$ cat config.mk
export PLATFORM = sky130hd
export DESIGN_NAME = atpwm_timer
export DESIGN_NICKNAME = d
export VERILOG_FILES = /design/src/design/atpwm_axil_slave.v /design/src/design/atpwm_tick_sync.v /design/src/design/atpwm_timer.v
export VERILOG_INCLUDE_DIRS = /design/src /design/src/design
export SDC_FILE = /design/constraint.sdc
export NUM_CORES = 1
export LEC_CHECK = 0
export ABC_CLOCK_PERIOD_IN_PS = 2950
export BUFFER_PORTS_ARGS = -buffer_cell sky130_fd_sc_hd__buf_2
export CORE_AREA = 5 5 100 102
export CTS_CLUSTER_SIZE = 8
export DETAILED_ROUTE_END_ITERATION = 8
export DIE_AREA = 0 0 105 107
export GPL_TIMING_DRIVEN = 0
export PLACE_DENSITY = 0.8
export SLEW_MARGIN = 15
export SYNTH_ARGS = -nofsm -noshare
export SYNTH_HDL_FRONTEND = slang
export SYNTH_SLANG_ARGS = --single-unit
$ cat constraint.sdc
create_clock -name core_clk -period 2.95 [get_ports core_clk]
set_clock_uncertainty 0.05 [all_clocks]
set_input_delay 0.1475 -clock core_clk [delete_from_list [all_inputs] [get_ports core_clk]]
set_output_delay 0.1475 -clock core_clk [all_outputs]
set_load 0.05 [all_outputs]
$ cat src/design/atpwm_defines.vh
`ifndef ATPWM_DEFINES_VH
`define ATPWM_DEFINES_VH

// register indices; byte address is four times the index
`define ATPWM_IDX_TIMER_CTRL_STATUS 6'h0d
`define ATPWM_IDX_COUNT_HIGH 6'h0e
`define ATPWM_IDX_COUNT_LOW 6'h0f
`define ATPWM_IDX_RELOAD_HIGH 6'h10
`define ATPWM_IDX_RELOAD_LOW 6'h11
`define ATPWM_IDX_WAVE_OUT_CTRL 6'h12
`define ATPWM_IDX_WAVE_CTRL_STATUS 6'h13
`define ATPWM_IDX_DUTY_HIGH 6'h17
`define ATPWM_IDX_DUTY_LOW 6'h18

// timer_control_status fields
`define ATPWM_SRC_HI 4
`define ATPWM_SRC_LO 3
`define ATPWM_WRAP_FLAG_BIT 2
`define ATPWM_WRAP_IE_BIT 1
`define ATPWM_MATCH_IE_BIT 0

// wave_control_status and wave_output_control fields
`define ATPWM_POLARITY_BIT 1
`define ATPWM_MATCH_FLAG_BIT 0
`define ATPWM_OUT_EN_BIT 0

// counter source codes
`define ATPWM_SRC_OFF 2'h0
`define ATPWM_SRC_LITE 2'h1
`define ATPWM_SRC_CPU 2'h2

// reset values and counter limits
`define ATPWM_RST_BYTE 8'h00
`define ATPWM_RST_WORD12 12'h000
`define ATPWM_CNT_MAX 12'hfff

// bus answers
`define ATPWM_RESP_OKAY 2'h0
`define ATPWM_RESP_SLVERR 2'h2

`endif

$ cat src/design/atpwm_axil_slave.v
`timescale 1ns/100ps
// **********************************************************
// axi4-lite slave front end: one write and one read at a time
// **********************************************************
`include "atpwm_defines.vh"
module atpwm_axil_slave (
  // clock and reset
  input wire core_clk,
  input wire rst,
  // write address channel
  input wire [7:0] s_axil_awaddr,
  input wire s_axil_awvalid,
  output wire s_axil_awready,
  // write data channel
  input wire [31:0] s_axil_wdata,
  input wire [3:0] s_axil_wstrb,
  input wire s_axil_wvalid,
  output wire s_axil_wready,
  // write response channel
  output reg [1:0] s_axil_bresp,
  output reg s_axil_bvalid,
  input wire s_axil_bready,
  // read address channel
  input wire [7:0] s_axil_araddr,
  input wire s_axil_arvalid,
  output wire s_axil_arready,
  // read data channel
  output reg [31:0] s_axil_rdata,
  output reg [1:0] s_axil_rresp,
  output reg s_axil_rvalid,
  input wire s_axil_rready,
  // register file side
  output wire wrEn,
  output wire [5:0] wrIdx,
  output wire [7:0] wrData,
  input wire wrHit,
  output wire rdEn,
  output wire [5:0] rdIdx,
  input wire [7:0] rdData,
  input wire rdHit
);
  reg awHeld_r;
  reg wHeld_r;
  reg [7:0] awAddr_r;
  reg [7:0] wData_r;
  reg wLane0_r;

  assign s_axil_awready = !awHeld_r && !s_axil_bvalid;
  assign s_axil_wready = !wHeld_r && !s_axil_bvalid;
  assign s_axil_arready = !s_axil_rvalid;

  // only byte lane 0 carries register data; a write without it changes nothing
  assign wrEn = awHeld_r && wHeld_r && wLane0_r;
  assign wrIdx = awAddr_r[7:2];
  assign wrData = wData_r;
  assign rdEn = s_axil_arvalid && s_axil_arready;
  assign rdIdx = s_axil_araddr[7:2];

  always @(posedge core_clk or posedge rst) begin
    if (rst) begin
      awHeld_r <= 1'b0;
      wHeld_r <= 1'b0;
      awAddr_r <= 8'h00;
      wData_r <= 8'h00;
      wLane0_r <= 1'b0;
      s_axil_bresp <= `ATPWM_RESP_OKAY;
      s_axil_bvalid <= 1'b0;
      s_axil_rdata <= 32'h0000_0000;
      s_axil_rresp <= `ATPWM_RESP_OKAY;
      s_axil_rvalid <= 1'b0;
    end else begin
      if (s_axil_awvalid && s_axil_awready) begin
        awHeld_r <= 1'b1;
        awAddr_r <= s_axil_awaddr;
      end
      if (s_axil_wvalid && s_axil_wready) begin
        wHeld_r <= 1'b1;
        wData_r <= s_axil_wdata[7:0];
        wLane0_r <= s_axil_wstrb[0];
      end
      if (awHeld_r && wHeld_r) begin
        awHeld_r <= 1'b0;
        wHeld_r <= 1'b0;
        s_axil_bvalid <= 1'b1;
        s_axil_bresp <= wrHit ? `ATPWM_RESP_OKAY : `ATPWM_RESP_SLVERR;
      end else if (s_axil_bvalid && s_axil_bready) begin
        s_axil_bvalid <= 1'b0;
      end
      if (rdEn) begin
        s_axil_rvalid <= 1'b1;
        s_axil_rdata <= {24'h00_0000, rdData};
        s_axil_rresp <= rdHit ? `ATPWM_RESP_OKAY : `ATPWM_RESP_SLVERR;
      end else if (s_axil_rvalid && s_axil_rready) begin
        s_axil_rvalid <= 1'b0;
      end
    end
  end
endmodule

$ cat src/design/atpwm_tick_sync.v
`timescale 1ns/100ps
// **********************************************************
// lite timebase tick: three-flop synchroniser, rising-edge pulse
// **********************************************************
module atpwm_tick_sync (
  // clock and reset
  input wire core_clk,
  input wire rst,
  // asynchronous level in, one-cycle pulse out
  input wire levelIn,
  output wire tickPulse
);
  reg sync1_r;
  reg sync2_r;
  reg sync3_r;
  reg level_r;

  always @(posedge core_clk or posedge rst) begin
    if (rst) begin
      sync1_r <= 1'b0;
      sync2_r <= 1'b0;
      sync3_r <= 1'b0;
      level_r <= 1'b0;
    end else begin
      sync1_r <= levelIn;
      sync2_r <= sync1_r;
      sync3_r <= sync2_r;
      // a change counts only once the second and third stages agree
      if (sync2_r == sync3_r) begin
        level_r <= sync3_r;
      end
    end
  end

  assign tickPulse = (sync2_r == sync3_r) && sync3_r && !level_r;
endmodule

$ cat src/design/atpwm_timer.v
// The AXI4-Lite interface to the registers was left to the implementer.
`timescale 1ns/100ps
// Function
// two-bit source: 00 off, 01 lite tick, 10 cpu clock, 11 reserved
// 12-bit counter, reset to zero, counts up on each selected tick
// on overflow the counter reloads from the reload value
// wrap flag set on FFF-to-reload transition, cleared by status read
// cleared wrap flag still reads high for one more counter tick
// wrap interrupt enable gates wrap flag onto its request
// match interrupt enable gates match flag onto its request
// software reads counter low byte first, beware low byte near FF
// 12-bit reload value in high/low bytes, writable, reset to zero
// software writes duty high byte before duty low byte
// output enable picks pulse-width duty or output-compare use of duty value
// polarity bit 1 gives non-inverted waveform, 0 inverts it
// match flag set when counter equals compare value, cleared by read; here a zero compare value never sets it
// output enable 0 frees the pin, 1 drives the waveform
// reserved bits read back as zero
// each overflow loads the shadow duty and drives the wave high
// duty match drives the wave low until the next overflow
// duty high write stops compare until duty low is written
// in compare mode a written duty value acts immediately
// reserved source code holds the counter, no events
// an event in the same cycle as a clearing read keeps the flag set
`include "atpwm_defines.vh"
module atpwm_timer (
  // clock and reset
  input wire core_clk,
  input wire rst,
  // lite timer timebase, asynchronous level
  input wire liteTimebaseTick,
  // axi4-lite write address
  input wire [7:0] s_axil_awaddr,
  input wire s_axil_awvalid,
  output wire s_axil_awready,
  // axi4-lite write data
  input wire [31:0] s_axil_wdata,
  input wire [3:0] s_axil_wstrb,
  input wire s_axil_wvalid,
  output wire s_axil_wready,
  // axi4-lite write response
  output wire [1:0] s_axil_bresp,
  output wire s_axil_bvalid,
  input wire s_axil_bready,
  // axi4-lite read address
  input wire [7:0] s_axil_araddr,
  input wire s_axil_arvalid,
  output wire s_axil_arready,
  // axi4-lite read data
  output wire [31:0] s_axil_rdata,
  output wire [1:0] s_axil_rresp,
  output wire s_axil_rvalid,
  input wire s_axil_rready,
  // wave pin
  output wire wavePinOut,
  output wire wavePinOe,
  // interrupt requests
  output wire wrapIrq,
  output wire matchIrq
);
  // **********************************************************
  // bus front end
  // **********************************************************
  wire wrEn;
  wire [5:0] wrIdx;
  wire [7:0] wrData;
  wire rdEn;
  wire [5:0] rdIdx;
  reg [7:0] rdData;
  wire liteTickPulse;

  function isMapped;
    input [5:0] idx;
    begin
      isMapped = (idx >= `ATPWM_IDX_TIMER_CTRL_STATUS && idx <= `ATPWM_IDX_WAVE_CTRL_STATUS)
        || idx == `ATPWM_IDX_DUTY_HIGH || idx == `ATPWM_IDX_DUTY_LOW;
    end
  endfunction

  atpwm_axil_slave atpwm_axil_slave_inst (
    .core_clk(core_clk),
    .rst(rst),
    .s_axil_awaddr(s_axil_awaddr),
    .s_axil_awvalid(s_axil_awvalid),
    .s_axil_awready(s_axil_awready),
    .s_axil_wdata(s_axil_wdata),
    .s_axil_wstrb(s_axil_wstrb),
    .s_axil_wvalid(s_axil_wvalid),
    .s_axil_wready(s_axil_wready),
    .s_axil_bresp(s_axil_bresp),
    .s_axil_bvalid(s_axil_bvalid),
    .s_axil_bready(s_axil_bready),
    .s_axil_araddr(s_axil_araddr),
    .s_axil_arvalid(s_axil_arvalid),
    .s_axil_arready(s_axil_arready),
    .s_axil_rdata(s_axil_rdata),
    .s_axil_rresp(s_axil_rresp),
    .s_axil_rvalid(s_axil_rvalid),
    .s_axil_rready(s_axil_rready),
    .wrEn(wrEn),
    .wrIdx(wrIdx),
    .wrData(wrData),
    .wrHit(isMapped(wrIdx)),
    .rdEn(rdEn),
    .rdIdx(rdIdx),
    .rdData(rdData),
    .rdHit(isMapped(rdIdx))
  );

  atpwm_tick_sync atpwm_tick_sync_inst (
    .core_clk(core_clk),
    .rst(rst),
    .levelIn(liteTimebaseTick),
    .tickPulse(liteTickPulse)
  );

  // **********************************************************
  // software registers
  // **********************************************************
  reg [1:0] counterSourceSel_r;
  reg wrapIrqEnable_r;
  reg matchIrqEnable_r;
  reg [11:0] reloadValue_r;
  reg waveOutEnable_r;
  reg outputPolarity_r;
  reg [11:0] dutyValue_r;
  reg compareArmed_r;

  always @(posedge core_clk or posedge rst) begin
    if (rst) begin
      counterSourceSel_r <= 2'h0;
      wrapIrqEnable_r <= 1'b0;
      matchIrqEnable_r <= 1'b0;
      reloadValue_r <= `ATPWM_RST_WORD12;
      waveOutEnable_r <= 1'b0;
      outputPolarity_r <= 1'b0;
      dutyValue_r <= `ATPWM_RST_WORD12;
      compareArmed_r <= 1'b1;
    end else if (wrEn) begin
      case (wrIdx)
        `ATPWM_IDX_TIMER_CTRL_STATUS: begin
          counterSourceSel_r <= wrData[`ATPWM_SRC_HI:`ATPWM_SRC_LO];
          wrapIrqEnable_r <= wrData[`ATPWM_WRAP_IE_BIT];
          matchIrqEnable_r <= wrData[`ATPWM_MATCH_IE_BIT];
        end
        `ATPWM_IDX_RELOAD_HIGH: begin
          reloadValue_r[11:8] <= wrData[3:0];
        end
        `ATPWM_IDX_RELOAD_LOW: begin
          reloadValue_r[7:0] <= wrData;
        end
        `ATPWM_IDX_WAVE_OUT_CTRL: begin
          waveOutEnable_r <= wrData[`ATPWM_OUT_EN_BIT];
        end
        `ATPWM_IDX_WAVE_CTRL_STATUS: begin
          outputPolarity_r <= wrData[`ATPWM_POLARITY_BIT];
        end
        `ATPWM_IDX_DUTY_HIGH: begin
          dutyValue_r[11:8] <= wrData[3:0];
          compareArmed_r <= 1'b0;
        end
        `ATPWM_IDX_DUTY_LOW: begin
          dutyValue_r[7:0] <= wrData;
          compareArmed_r <= 1'b1;
        end
        default: begin
        end
      endcase
    end
  end

  // **********************************************************
  // counter, shadow duty and events
  // **********************************************************
  reg [11:0] counterValue_r;
  reg [11:0] dutyShadow_r;
  reg waveRaw_r;
  reg counterTick;
  wire wrapEvent;
  wire [11:0] compareValue;
  wire matchEvent;

  always @* begin
    case (counterSourceSel_r)
      `ATPWM_SRC_LITE: counterTick = liteTickPulse;
      `ATPWM_SRC_CPU: counterTick = 1'b1;
      default: counterTick = 1'b0;
    endcase
  end

  assign wrapEvent = counterTick && (counterValue_r == `ATPWM_CNT_MAX);
  // compare mode sees the written value at once; wave mode uses the shadow
  assign compareValue = waveOutEnable_r ? dutyShadow_r : dutyValue_r;
  // zero is the reset value and never compares
  assign matchEvent = counterTick && compareArmed_r && (compareValue != `ATPWM_RST_WORD12)
    && (counterValue_r == compareValue);

  always @(posedge core_clk or posedge rst) begin
    if (rst) begin
      counterValue_r <= `ATPWM_RST_WORD12;
      dutyShadow_r <= `ATPWM_RST_WORD12;
      waveRaw_r <= 1'b0;
    end else begin
      if (wrapEvent) begin
        counterValue_r <= reloadValue_r;
        // a half-written duty value still moves over here, as the shadow is blind
        dutyShadow_r <= dutyValue_r;
        waveRaw_r <= 1'b1;
      end else if (counterTick) begin
        counterValue_r <= counterValue_r + 12'h001;
      end
      if (matchEvent && waveOutEnable_r && !wrapEvent) begin
        waveRaw_r <= 1'b0;
      end
    end
  end

  // **********************************************************
  // flags
  // **********************************************************
  reg wrapFlag_r;
  reg wrapClrPending_r;
  reg matchFlag_r;
  wire wrapStatusRead;
  wire matchStatusRead;

  assign wrapStatusRead = rdEn && (rdIdx == `ATPWM_IDX_TIMER_CTRL_STATUS);
  assign matchStatusRead = rdEn && (rdIdx == `ATPWM_IDX_WAVE_CTRL_STATUS);

  always @(posedge core_clk or posedge rst) begin
    if (rst) begin
      wrapFlag_r <= 1'b0;
      wrapClrPending_r <= 1'b0;
      matchFlag_r <= 1'b0;
    end else begin
      if (wrapEvent) begin
        wrapFlag_r <= 1'b1;
        wrapClrPending_r <= 1'b0;
      end else if (wrapClrPending_r && counterTick) begin
        // flag lingers one counter tick after the read, then drops
        wrapFlag_r <= 1'b0;
        wrapClrPending_r <= 1'b0;
      end else if (wrapStatusRead && wrapFlag_r) begin
        wrapClrPending_r <= 1'b1;
      end
      if (matchEvent) begin
        matchFlag_r <= 1'b1;
      end else if (matchStatusRead && matchFlag_r) begin
        matchFlag_r <= 1'b0;
      end
    end
  end

  assign wrapIrq = wrapFlag_r && wrapIrqEnable_r;
  assign matchIrq = matchFlag_r && matchIrqEnable_r;

  // **********************************************************
  // read mux
  // **********************************************************
  always @* begin
    rdData = `ATPWM_RST_BYTE;
    case (rdIdx)
      `ATPWM_IDX_TIMER_CTRL_STATUS: begin
        rdData = {3'b000, counterSourceSel_r, wrapFlag_r, wrapIrqEnable_r,
          matchIrqEnable_r};
      end
      `ATPWM_IDX_COUNT_HIGH: begin
        // no latch between halves; software reads the low byte first
        rdData = {4'h0, counterValue_r[11:8]};
      end
      `ATPWM_IDX_COUNT_LOW: begin
        rdData = counterValue_r[7:0];
      end
      `ATPWM_IDX_RELOAD_HIGH: begin
        rdData = {4'h0, reloadValue_r[11:8]};
      end
      `ATPWM_IDX_RELOAD_LOW: begin
        rdData = reloadValue_r[7:0];
      end
      `ATPWM_IDX_WAVE_OUT_CTRL: begin
        rdData = {7'h00, waveOutEnable_r};
      end
      `ATPWM_IDX_WAVE_CTRL_STATUS: begin
        rdData = {6'h00, outputPolarity_r, matchFlag_r};
      end
      `ATPWM_IDX_DUTY_HIGH: begin
        // high byte is written first, low byte arms compare
        rdData = {4'h0, dutyValue_r[11:8]};
      end
      `ATPWM_IDX_DUTY_LOW: begin
        rdData = dutyValue_r[7:0];
      end
      default: begin
        rdData = `ATPWM_RST_BYTE;
      end
    endcase
  end

  // **********************************************************
  // pin drive
  // **********************************************************
  reg wavePinOut_r;
  reg wavePinOe_r;

  always @(posedge core_clk or posedge rst) begin
    if (rst) begin
      wavePinOut_r <= 1'b0;
      wavePinOe_r <= 1'b0;
    end else begin
      // no waveform in compare mode; the pin is released to gpio
      wavePinOut_r <= waveOutEnable_r && (waveRaw_r ^ !outputPolarity_r);
      wavePinOe_r <= waveOutEnable_r;
    end
  end

  assign wavePinOut = wavePinOut_r;
  assign wavePinOe = wavePinOe_r;
endmodule

# Word level (Yosys, flattened, before mapping)
# Cells that the tools add are included.
classes:
  n_eq_ne: 21
  muxes: 25
  addsub: 1
  order_cmp: 4
  n_reduce_logical: 57
  n_bitwise: 1
op_table:
  columns: ["operator", "count"]
  rows:
  - ["$eq 6x5->1 const B", 12]
  - ["$pmux 8 s9", 1]
  - ["$mux 12", 3]
  - ["$logic_and 1x1->1", 27]
  - ["$eq 6x4->1 const B", 4]
  - ["$reduce_bool 2->1", 9]
  - ["$mux 1", 17]
  - ["$reduce_and 2->1", 8]
  - ["$add 12x1->12 const B", 1]
  - ["$eq 12x12->1", 1]
  - ["$eq 12x12->1 const B", 1]
  - ["$ge 6x4->1 const B", 2]
  - ["$le 6x5->1 const B", 2]
  - ["$reduce_bool 12->1", 1]
  - ["$logic_not 1->1", 7]
  - ["$logic_or 1x1->1", 4]
  - ["$mux 2", 2]
  - ["$pmux 1 s2", 2]
  - ["$reduce_bool 3->1", 1]
  - ["$eq 2x1->1 const B", 1]
  - ["$eq 2x2->1 const B", 1]
  - ["$eq 1x1->1", 1]
  - ["$xor 1x1->1", 1]
word_totals:
  out_inout_bits: 45
  inputBits: 60
  elab_cells: 141
  regBits: 98

# Depth between registers and ports, before layout
# Gate-level depths: netlist (run 1).
logic_depth:
  ltp_word: 10
  ltp_mapped: 9
  ltp_nobuf: 7

# By module
# From an unflattened synthesis (run 1), not the netlist that was laid out.
hier_totals:
  hier_cells: 460
  hier_area_um2: 4999.8
by_module_without_submodules:
  columns: ["module", "instances", "cells_per_inst", "seq_area_each_um2", "area_each_um2"]
  rows:
  - ["atpwm_timer", 1, 345, 1527.7, 3488.3]
  - ["atpwm_axil_slave", 1, 107, 725.7, 1373.8]
  - ["atpwm_tick_sync", 1, 8, 100.1, 137.6]

# Least setup slack after synthesis (run 1)
# Ideal clock, no wire load.
synth_timing:
  path_kind: "register -> register"
  from: "reg atpwm_axil_slave_inst.s_axil_bvalid"
  to: "reg atpwm_axil_slave_inst.wLane0_r"
  setup_ps: 125
  n_path_buf: 1
  setup_slack_ps: 554
  period_less_slack_ps: 2396
  required_ps: 2775
  stages_incl_launch_ff: 5
  arrival_time_ps: 2221
  path_cell_list: "dfrtp_1 -> nor2_1 -> and2_1 -> clkbuf_1 -> mux2_2"
synth_via:
  elab_chain_len: 3
synth_lines:
  columns: ["item", "line", "source"]
  rows:
  - ["from (decl)", "atpwm_axil_slave.v:21", "output reg s_axil_bvalid,"]
  - ["from (signal assigned)", "atpwm_axil_slave.v:67", "s_axil_bvalid <= 1'b0;"]
  - ["from (signal assigned)", "atpwm_axil_slave.v:84", "s_axil_bvalid <= 1'b1;"]
  - ["from (signal assigned)", "atpwm_axil_slave.v:87", "s_axil_bvalid <= 1'b0;"]
  - ["$logic_not 1->1", "atpwm_axil_slave.v:49", "assign s_axil_wready = !wHeld_r && !s_axil_bvalid;"]
  - ["$logic_and 1x1->1", "atpwm_axil_slave.v:49", null]
  - ["net s_axil_wready", "atpwm_timer.v:40", "output wire s_axil_wready,"]
  - ["$logic_and 1x1->1", "atpwm_axil_slave.v:76", "if (s_axil_wvalid && s_axil_wready) begin"]
  - ["to (signal assigned)", "atpwm_axil_slave.v:79", "wLane0_r <= s_axil_wstrb[0];"]
  - ["to (decl)", "atpwm_axil_slave.v:46", "reg wLane0_r;"]
# The timed path passes the listed nets, and every way through them passes these cells.
# A chain may end at the register's enable or synchronous reset.

# Final worst setup path (run 1)
layout_timing:
  from: "reg counterValue_r[0]"
  to: "reg dutyShadow_r[5]"
layout_via:
  elab_chain_len: 2
layout_lines:
  columns: ["item", "line", "source"]
  rows:
  - ["from (decl)", "atpwm_timer.v:175", "reg [11:0] counterValue_r;"]
  - ["from (signal assigned)", "atpwm_timer.v:200", "counterValue_r <= `ATPWM_RST_WORD12;"]
  - ["from (signal assigned)", "atpwm_timer.v:205", "counterValue_r <= reloadValue_r;"]
  - ["from (signal assigned)", "atpwm_timer.v:210", "counterValue_r <= counterValue_r + 12'h001;"]
  - ["$eq 12x12->1 (no source line)", null, null]
  - ["$logic_and 1x1->1", "atpwm_timer.v:191", "assign wrapEvent = counterTick && (counterValue_r == `ATPWM_CNT_MAX);"]
  - ["to (signal assigned)", "atpwm_timer.v:201", "dutyShadow_r <= `ATPWM_RST_WORD12;"]
  - ["to (signal assigned)", "atpwm_timer.v:207", "dutyShadow_r <= dutyValue_r;"]
  - ["to (decl)", "atpwm_timer.v:176", "reg [11:0] dutyShadow_r;"]
# No other way between the ends.

==> flow_metrics.tcl, run 1 <==
set metrics [dict create \
    cts_tree "done" \
    path_clk_slew_ns 0.10 \
    final_area_um2 5710 \
    antenna_left 0 \
    start_kind "flop" \
    antenna_cells 0 \
    finalNonFillerCells 671 \
    synthesis.instances 452 \
    grt_max_degree 50 \
    first_global_vias 3758 \
    synth_area_leader_cell "dfrtp_1" \
    dp_cells 636 \
    clock_path_buffers 2 \
    synthTopCellsByArea "dfrtp_1 48%, mux2_2 11%, nand2_1 5.1%, buf_4 4.3%, mux2i_1 3.7%" \
    whs_endpoint "atpwm_axil_slave_inst.s_axil_rresp[1]" \
    grt.overflow.total 0 \
    routed_wl_mm 11.9 \
    area_delta_synth_final_pct 17.8 \
    via_per_inst 5.63 \
    tightest_slew_ns 0.721 \
    ys_warn_count 0 \
    num_vias 3780 \
    setup_slack_ns 0.367 \
    leakagePower_nw 2.77 \
    pre_cts_ws_ns 0.414 \
    finalNetCount 619 \
    antenna_found_initial 0 \
    post_cts_buffers 0 \
    drtIter0Drc 239 \
    rsz0062_at_grt "false" \
    worstPathArrival_ns 2.79 \
    hp-start "s_axil_araddr[7]" \
    wl_per_cell_um 17.7 \
    holdWs_ns 0.0891 \
    cts-root-buf "clkbuf_8" \
    slew_headroom 0.519 \
    gp_congestion 0.970 \
    p_per_area_nw_per_um2 655 \
    drc_errors 0 \
    hold_viol 0 \
    core_area_um2 9020 \
    die_x_um 105 \
    initial_core_util 0.537 \
    worstReg2RegEnd "dutyShadow_r[5]" \
    worstRegToRegCells 7 \
    crit_top_cell "nand2_1" \
    io_buffers 47 \
    synth_top_cell_area_share 0.480 \
    die-area_um2 11200 \
    netlist_area_um2 4840 \
    insertion_delay_ns 0.36 \
    cp.required_ns 3.15 \
    path_max_fanout 10 \
    syn_avg_cell_area_um2 10.7 \
    power_mw 3.74 \
    period_minus_slack_ns 2.58 \
    yosysUniqueCellTypes 57 \
    dpl.hpwl_mm 8.81 \
    htree_levels 3 \
    cpMaxStageDelayCell "a2111oi_4" \
    fin_util 0.633 \
    tns_ns 0 \
    status "finished clean" \
    fin_crit_sh 0.875 \
    postPlaceCellArea_um2 5340 \
    clkSinkCount 94 \
    synthArstFlopShare 1.00 \
    io_pins 105 \
    maxCapViolCount 0 \
    min_path_cells 3 \
    synth_seq_area_share 0.486 \
    ys_ff_latch 94 \
    holdCritPathClass "in2reg" \
    floorplan.rows 35 \
    grt_pass1_wl_mm 19.6 \
    r2r_setup_slack_ns 0.37 \
    cts_buffers 9 \
    synth_enable_flop_cells 0 \
    r2r-start "counterValue_r[0]" \
    slew_violations 0 \
    ir_drop_uv 619 \
    setup_viol 0 \
    grt_usage 0.218 \
    fmax_mhz 387 \
    first_pass_iters 8 \
    nFillCells 738 \
    synthFlopType "dfrtp_1" \
    drive_above_1_share 0.280 \
    critPathMaxStageDelay_ns 0.57 \
    path_class "reg2reg" \
    die_y_um 107 \
    crit_chain "ha_1, nand4_2, a2111oi_4, nand2_1, buf_2, nand2_1, nand2_1" \
    critPathCaptureType "flop" \
]
## cell families (layout without fill, tap and decap cells)
logic type,Yosys count,count (layout),synth area share
AOI/OAI and AO/OA,73,73,0.114
other,1,26,0.000774
DFF,94,94,0.486
xor gates and xnor gates,13,13,0.0235
buffers and inverters,59,142,0.0695
adders and majority gates,4,4,0.0103
and+or+nand+nor,143,143,0.147
muxes,65,65,0.149
## critical path: cells and delay by family (launching register included)
| kind | cells | cell delay [ns] |
|---|---|---|
| buffers and inverters | 1 | 0.31 |
| and+or+nand+nor | 4 | 0.75 |
| DFF | 1 | 0.51 |
| AOI/OAI and AO/OA | 1 | 0.57 |
| adders and majority gates | 1 | 0.29 |
## registers in the layout (all words and copies together), names as in the netlist, 2 cells and up
name,flops
dutyValue_r,12
reloadValue_r,12
counterSourceSel_r,2
atpwm_axil_slave_inst.awAddr_r,6
atpwm_axil_slave_inst.s_axil_rdata,8
atpwm_axil_slave_inst.wrData,8
counterValue_r,12
dutyShadow_r,12
## worst max path at each step
stage,from,end,cells after the start
finish,counterValue_r[0],dutyShadow_r[5],7
global route,counterValue_r[0],dutyShadow_r[8],7
CTS,counterValue_r[0],dutyShadow_r[5],7
detailed placement,counterValue_r[0],dutyShadow_r[5],7
global placement,rst,atpwm_axil_slave_inst.s_axil_rdata[1],2
floorplan,rst,atpwm_axil_slave_inst.awAddr_r[2],1
## cell usage in the layout, fill, tap and decap left out, types with 13 or more instances in the layout
| cell | Yosys | routed |
|---|---|---|
| o21ai_0 | 14 | 14 |
| buf_2 | 8 | 55 |
| buf_4 | 28 | 28 |
| inv_1 | 14 | 13 |
| nand2_1 | 66 | 66 |
| conb_1 | 1 | 26 |
| mux2i_1 | 18 | 18 |
| dfrtp_1 | 93 | 93 |
| nor2_1 | 17 | 17 |
| mux2_2 | 46 | 46 |
| dlygate4sd3_1 | 0 | 19 |
## timing repair
| action | in CTS | in global routing |
|---|---|---|
| resized for setup | 0 | 0 |
| hold endpoints to repair | 63 | 0 |
| hold buffers | 19 | 0 |
## synthesized netlist by cell type, types with 2 or more instances
master and number:
nor2_1 17, nand2_1 66, xor2_1 10, a21boi_0 2, and3_1 3, inv_1 14
buf_4 28, mux2_2 46, a22o_1 12, buf_2 8, and4b_1 2, a22oi_1 6
nor3_1 7, clkbuf_1 9, mux2i_1 18, nor4_1 6, ha_1 4, nand3_1 9
nand4_1 8, a32oi_1 3, xnor2_1 3, o31ai_1 3, or3_1 2, o2bb2ai_1 2
a222oi_1 6, a21o_1 3, dfrtp_1 93, a31oi_1 5, nand3b_1 3, nor2b_1 3
o21ai_0 14, and2_1 6, a21oi_1 7
## per-layer routing
metal / global-route usage / up-vias / wire length (um)
li1: - / 1776 / -
met1: 0.295 / 1814 / 5000
met2: 0.352 / 165 / 5620
met3: 0.0415 / 25 / 960
met4: 0.0731 / 0 / 270
met5: 0 / - / 0
## area by class of cell
type,instances,area (um^2),share of cell area
repair buffers,67,453,0.0794
clock inverters,6,46.3,0.00811
flip-flops and latches,94,2350,0.412
clock buffers,10,128,0.0224
well taps,111,139,0.0243
plain buffers,45,284,0.0498
multi-input cells,324,2250,0.394
inverters,14,55.1,0.00965
## power by group
part | switching, mW | internal (mW)
clock | 0.475 | 0.313
sequential | 0.324 | 1.55
combinational | 0.604 | 0.471
total | 1.40 | 2.34
Power figures use the tool's default switching activity.
==> run 2, diff against run 1 <==
Settings changed: ABC_CLOCK_PERIOD_IN_PS 2950 to 3300, GPL_TIMING_DRIVEN 0 to unset.
Clock period 2.95 ns to 3.3 ns, I/O delays scaled along.
==> run 2 against run 1 <==
Power shrank 7.6%. Sequential cell count is the same. Clock-buffer cell count fell by 1. Global-route usage is 0.87 points lower. Die area stayed put. First-iteration DRC count up 8.4%. Fmax grew 6.9%. Clock power rose by 9.3%. Critical path depth stayed put. Via count fell by 2.4%. Cell area is 3.9% lower. Worst hold slack better by 0.014 ns. Critical path type unchanged. Critical endpoint is now waveRaw_r. Largest power group unchanged. Highest routed layer unchanged.
==> flow_metrics.tcl, run 2 (synthesized netlist as in run 1, its figures left out) <==
set metrics [dict create \
    critPathMaxStageDelay_ns 0.58 \
    holdWs_ns 0.103 \
    crit_chain "ha_1, nand4_2, a2111oi_4, and2_1, buf_4, nor2_1, a31oi_1" \
    ir_drop_uv 638 \
    hp-start "s_axil_araddr[7]" \
    slew_violations 0 \
    cpMaxStageDelayCell "a2111oi_4" \
    cts_buffers 9 \
    worstPathArrival_ns 2.66 \
    r2r-start "counterValue_r[0]" \
    antenna_cells 0 \
    cts_tree "done" \
    initial_core_util 0.537 \
    worstRegToRegCells 7 \
    status "finished clean" \
    min_path_cells 3 \
    period_minus_slack_ns 2.42 \
    cts-resized-gates 0 \
    grt.overflow.total 0 \
    first_global_vias 3547 \
    area_delta_synth_final_pct 13.1 \
    cts-root-buf "clkbuf_8" \
    r2r_setup_slack_ns 0.88 \
    floorplan.rows 35 \
    io_buffers 47 \
    critPathCaptureType "flop" \
    power_mw 3.45 \
    htree_levels 3 \
    setup_slack_ns 0.884 \
    worstReg2RegEnd "waveRaw_r" \
    insertion_delay_ns 0.37 \
    finalNonFillerCells 629 \
    slew_headroom 0.420 \
    core_area_um2 9020 \
    path_max_fanout 13 \
    tns_ns 0 \
    grt_max_degree 75 \
    hold_viol 0 \
    p_per_area_nw_per_um2 630 \
    grt_usage 0.209 \
    drc_errors 0 \
    first_pass_iters 6 \
    clkSinkCount 94 \
    routed_wl_mm 11.5 \
    rsz0062_at_grt "false" \
    gp_congestion 0.964 \
    wl_per_cell_um 18.3 \
    antenna_left 0 \
    cp.required_ns 3.55 \
    path_class "reg2reg" \
    dpl.hpwl_mm 8.23 \
    path_clk_slew_ns 0.10 \
    start_kind "flop" \
    path_buf_inv 1 \
    clock_path_buffers 2 \
    setup_viol 0 \
    num_vias 3690 \
    post_cts_buffers 0 \
    hold_buffers 19 \
    maxCapViolCount 0 \
    fmax_mhz 414 \
    fin_crit_sh 0.732 \
    dp_cells 594 \
    drive_above_1_share 0.241 \
    pre_cts_ws_ns 0.900 \
    via_per_inst 5.87 \
    antenna_found_initial 0 \
    die-area_um2 11200 \
    nFillCells 732 \
    tightest_slew_ns 0.870 \
    grt_pass1_wl_mm 18.7 \
    io_pins 105 \
    die_y_um 107 \
    leakagePower_nw 2.60 \
    die_x_um 105 \
    finalNetCount 577 \
    whs_endpoint "atpwm_axil_slave_inst.s_axil_rresp[1]" \
    worst-path-stages 7 \
    holdCritPathClass "in2reg" \
    final_common_cell "dfrtp_1" \
    drtIter0Drc 259 \
    mostFrequentLayoutCells "93 x dfrtp_1, 66 x nand2_1, 47 x buf_2, 46 x mux2_2, 26 x conb_1" \
    crit_family "compound AO/OA/AOI/OAI gates" \
]
-- run 2: final cells by class --
| cell class | instances | area (um^2) | area share |
|---|---|---|---|
| tap | 111 | 139 | 0.0253 |
| clock inverter | 7 | 95.1 | 0.0173 |
| inverter | 14 | 53.8 | 0.00982 |
| multi-input combinational | 324 | 2250 | 0.410 |
| clock buffer | 9 | 124 | 0.0226 |
| sequential | 94 | 2350 | 0.429 |
| timing repair buffer | 70 | 468 | 0.0854 |
-- run 2: where the power goes --
part / internal (mW) / total [mW] / leakage, nW / switching, mW
Combinational: 0.388 / 0.877 / 1.24 / 0.489
Clock: 0.430 / 0.861 / 0.110 / 0.431
Sequential: 1.39 / 1.72 / 1.25 / 0.329
Total: 2.21 / 3.45 / 2.60 / 1.25
-- run 2: how the worst max path moves through the flow --
stage,start,endpoint,slack (ns)
floorplan,rst,atpwm_axil_slave_inst.awAddr_r[2],0.64
global placement,counterValue_r[0],waveRaw_r,0.94
detailed placement,waveOutEnable_r,waveRaw_r,0.90
CTS,counterValue_r[0],waveRaw_r,0.89
global route,counterValue_r[0],waveRaw_r,0.71
finish,counterValue_r[0],waveRaw_r,0.88
-- run 2: per-stage QoR --
step / util / area [um^2]
after floorplan: - / 4940
after global placement: 0.562 / 5070
after detailed placement: 0.562 / 5070
after CTS: 0.608 / 5480
after global routing: 0.608 / 5480
final: 0.608 / 5480
-- run 2: per-layer routing --
layer  wire length [um]  track usage  part of all wire  up-vias
met1               4860        0.280              0.42     1798
met4                212       0.0575             0.018        0
met5                  0            0                 0        -
li1                   -            -                 -     1688
met2               5410        0.344              0.47      181
met3               1010       0.0452             0.088       23
-- run 2: tightest hold or removal path: stages --
cell and delay [ns]:
buf_2 0.11, a211oi_2 0.09, a21oi_1 0.12
==> run 3, diff against run 2 <==
Settings changed: ABC_CLOCK_PERIOD_IN_PS 3300 to 2000, CORE_AREA 5 5 100 102 to 5 5 106 108, DIE_AREA 0 0 105 107 to 0 0 111 113, PLACE_DENSITY 0.8 to 0.75.
Clock period 3.3 ns to 2 ns, I/O delays scaled along.
==> run 3 against run 2 <==
Cell area up 7.5%. Combinational power up 89%. Via count up 1.8%. Wire length up 3.8%. Setup slack worse by 0.80 ns. Sequential cell count unchanged. Final cell count up 11%. Global-route usage down 1.5 points. Sequential power up 62%. Critical path depth down 1. Die area up 12%. Power up 64%. Critical endpoint is now counterValue_r[3]. Largest power group unchanged.
==> flow_metrics.tcl, run 3 (synthesized netlist as in run 1, its figures left out) <==
set metrics [dict create \
    fin_crit_sh 0.957 \
    slew_violations 0 \
    htree_levels 3 \
    setup_viol 0 \
    die_x_um 111 \
    tns_ns 0 \
    path_class "reg2reg" \
    via_per_inst 5.40 \
    initial_core_util 0.478 \
    crit_chain "ha_4, nand4_4, a2111oi_4, and2_4, o21ai_1, a211o_1" \
    r2r_setup_slack_ns 0.09 \
    worstRegToRegCells 6 \
    num_vias 3756 \
    area_delta_synth_final_pct 21.6 \
    combPwrFrac 0.293 \
    postPlaceCellArea_um2 5410 \
    worstSetupStartpoint "counterValue_r[1]" \
    p_per_area_nw_per_um2 961 \
    tightest_slew_ns 0.559 \
    fmax_mhz 523 \
    io_buffers 47 \
    drc_errors 0 \
    gp_congestion 0.937 \
    clock_path_buffers 2 \
    path_max_fanout 4 \
    first_global_vias 3616 \
    r2r-start "counterValue_r[1]" \
    final_common_cell "dfrtp_1" \
    worstPathArrival_ns 2.12 \
    mostFrequentLayoutCells "93 x dfrtp_1, 65 x nand2_1, 47 x buf_2, 46 x mux2_2, 42 x buf_4" \
    fin_util 0.581 \
    status "finished clean" \
    critPathCaptureType "flop" \
    critPathMaxStageDelay_ns 0.44 \
    p_clk_frac 0.217 \
    leakagePower_nw 2.83 \
    maxCapViolCount 0 \
    switching_share 0.374 \
    clkSinkCount 94 \
    sequentialPowerShare 0.490 \
    cpMaxStageDelayCell "a2111oi_4" \
    core_area_um2 10100 \
    cts-root-buf "clkbuf_8" \
    endpoint "counterValue_r[3]" \
    hold_viol 0 \
    switchingPower_mw 2.12 \
    drtIter0Drc 281 \
    grt_usage 0.194 \
    io_pins 105 \
    first_pass_iters 5 \
    holdCritPathClass "in2reg" \
    power_mw 5.66 \
    slew_headroom 0.627 \
    holdWs_ns 0.0471 \
    nFillCells 858 \
    cts_buffers 9 \
    grt_pass1_wl_mm 19.2 \
    antenna_found_initial 0 \
    cp.required_ns 2.21 \
    grt_max_degree 76 \
    start_kind "flop" \
    finalNetCount 619 \
    floorplan.rows 37 \
    dpl.hpwl_mm 8.87 \
    die-area_um2 12500 \
    antenna_left 0 \
    path_clk_slew_ns 0.09 \
    grt.overflow.total 0 \
    period_minus_slack_ns 1.91 \
    routed_wl_mm 11.9 \
    ir_drop_uv 1210 \
    cts_tree "done" \
    worstReg2RegEnd "counterValue_r[3]" \
    wl_per_cell_um 17.1 \
    internal_power_mw 3.54 \
    antenna_cells 0 \
    insertion_delay_ns 0.37 \
    die_y_um 113 \
    final_area_um2 5890 \
    drive_above_1_share 0.314 \
]
-- run 3: cell types whose count changed in the layout (fill, tap and decap cells not counted), moves of 2 or more --
cell       change
buf_4         +39
buf_12         +3
bufinv_16      -2
clkinv_2       -2
ha_1           -2
ha_4           +2
inv_8          +2
nor2_1         -2
nor2_2         +2
-- run 3: repair_timing --
action | CTS | global route
resized for setup | 2 | 5
pin swaps | 1 | 5
endpoints found under the setup margin | 4 | 28
buffers inserted | 0 | 10
gates cloned | 0 | 0
endpoints found under the hold margin | 37 | 0
hold buffers | 19 | 0
-- run 3: area by class of cell --
type	instances	area [um^2]	share of cell area
sequential	94	2350	0.399
tap	136	170	0.0289
timing repair buffer	112	821	0.139
multi-input combinational	324	2300	0.391
clock buffer	10	138	0.0234
inverter	14	56.3	0.00955
clock inverter	6	52.6	0.00892
-- run 3: stage by stage --
| step | instances | worst slack (ns) |
|---|---|---|
| CTS | 686 | 0.0145 |
| global route | 696 | -0.0146 |
| detailed placement | 651 | -0.0429 |
| finish | 696 | 0.0862 |
| global placement | 651 | -0.0404 |
| floorplan | 477 | -0.150 |
-- run 3: worst min-delay path by stage --
stage | slack [ns] | endpoint | depth (start not counted) | from
6_report | 0.05 | atpwm_axil_slave_inst.s_axil_rresp[1] | 3 | s_axil_araddr[7]
5_1_grt | 0.08 | atpwm_axil_slave_inst.s_axil_rresp[1] | 3 | s_axil_araddr[7]
4_1_cts | 0.04 | atpwm_axil_slave_inst.s_axil_rresp[1] | 3 | s_axil_araddr[7]
3_5_place_dp | 0.10 | atpwm_tick_sync_inst.sync1_r | 2 | rst
3_3_place_gp | 0.10 | atpwm_tick_sync_inst.sync1_r | 2 | rst
2_1_floorplan | 0.08 | atpwm_tick_sync_inst.sync1_r | 0 | liteTimebaseTick
-- run 3: critical path: cells and delay by family, from the launching register on --
kind	cells	cell delay (ns)
compound gates	3	0.78
fa+ha+maj	1	0.19
simple gates	2	0.39
flops	1	0.40
-- run 3: power by group through the flow --
stage          clock, mW  sequential, mW  combinational (mW)
5_1_grt             1.35            2.84                1.82
2_1_floorplan          0            2.72                1.18
3_3_place_gp           0            2.78                1.55
6_report            1.23            2.78                1.66
4_1_cts             1.27            2.77                1.64
3_5_place_dp           0            2.81                1.59
-- run 3: per-layer routing --
| metal | global-route usage | up-vias | routed length, um |
|---|---|---|---|
| met3 | 0.0417 | 21 | 728 |
| met5 | 0 | - | 0 |
| li1 | - | 1765 | - |
| met4 | 0.0583 | 0 | 211 |
| met2 | 0.309 | 136 | 5560 |
| met1 | 0.267 | 1834 | 5430 |
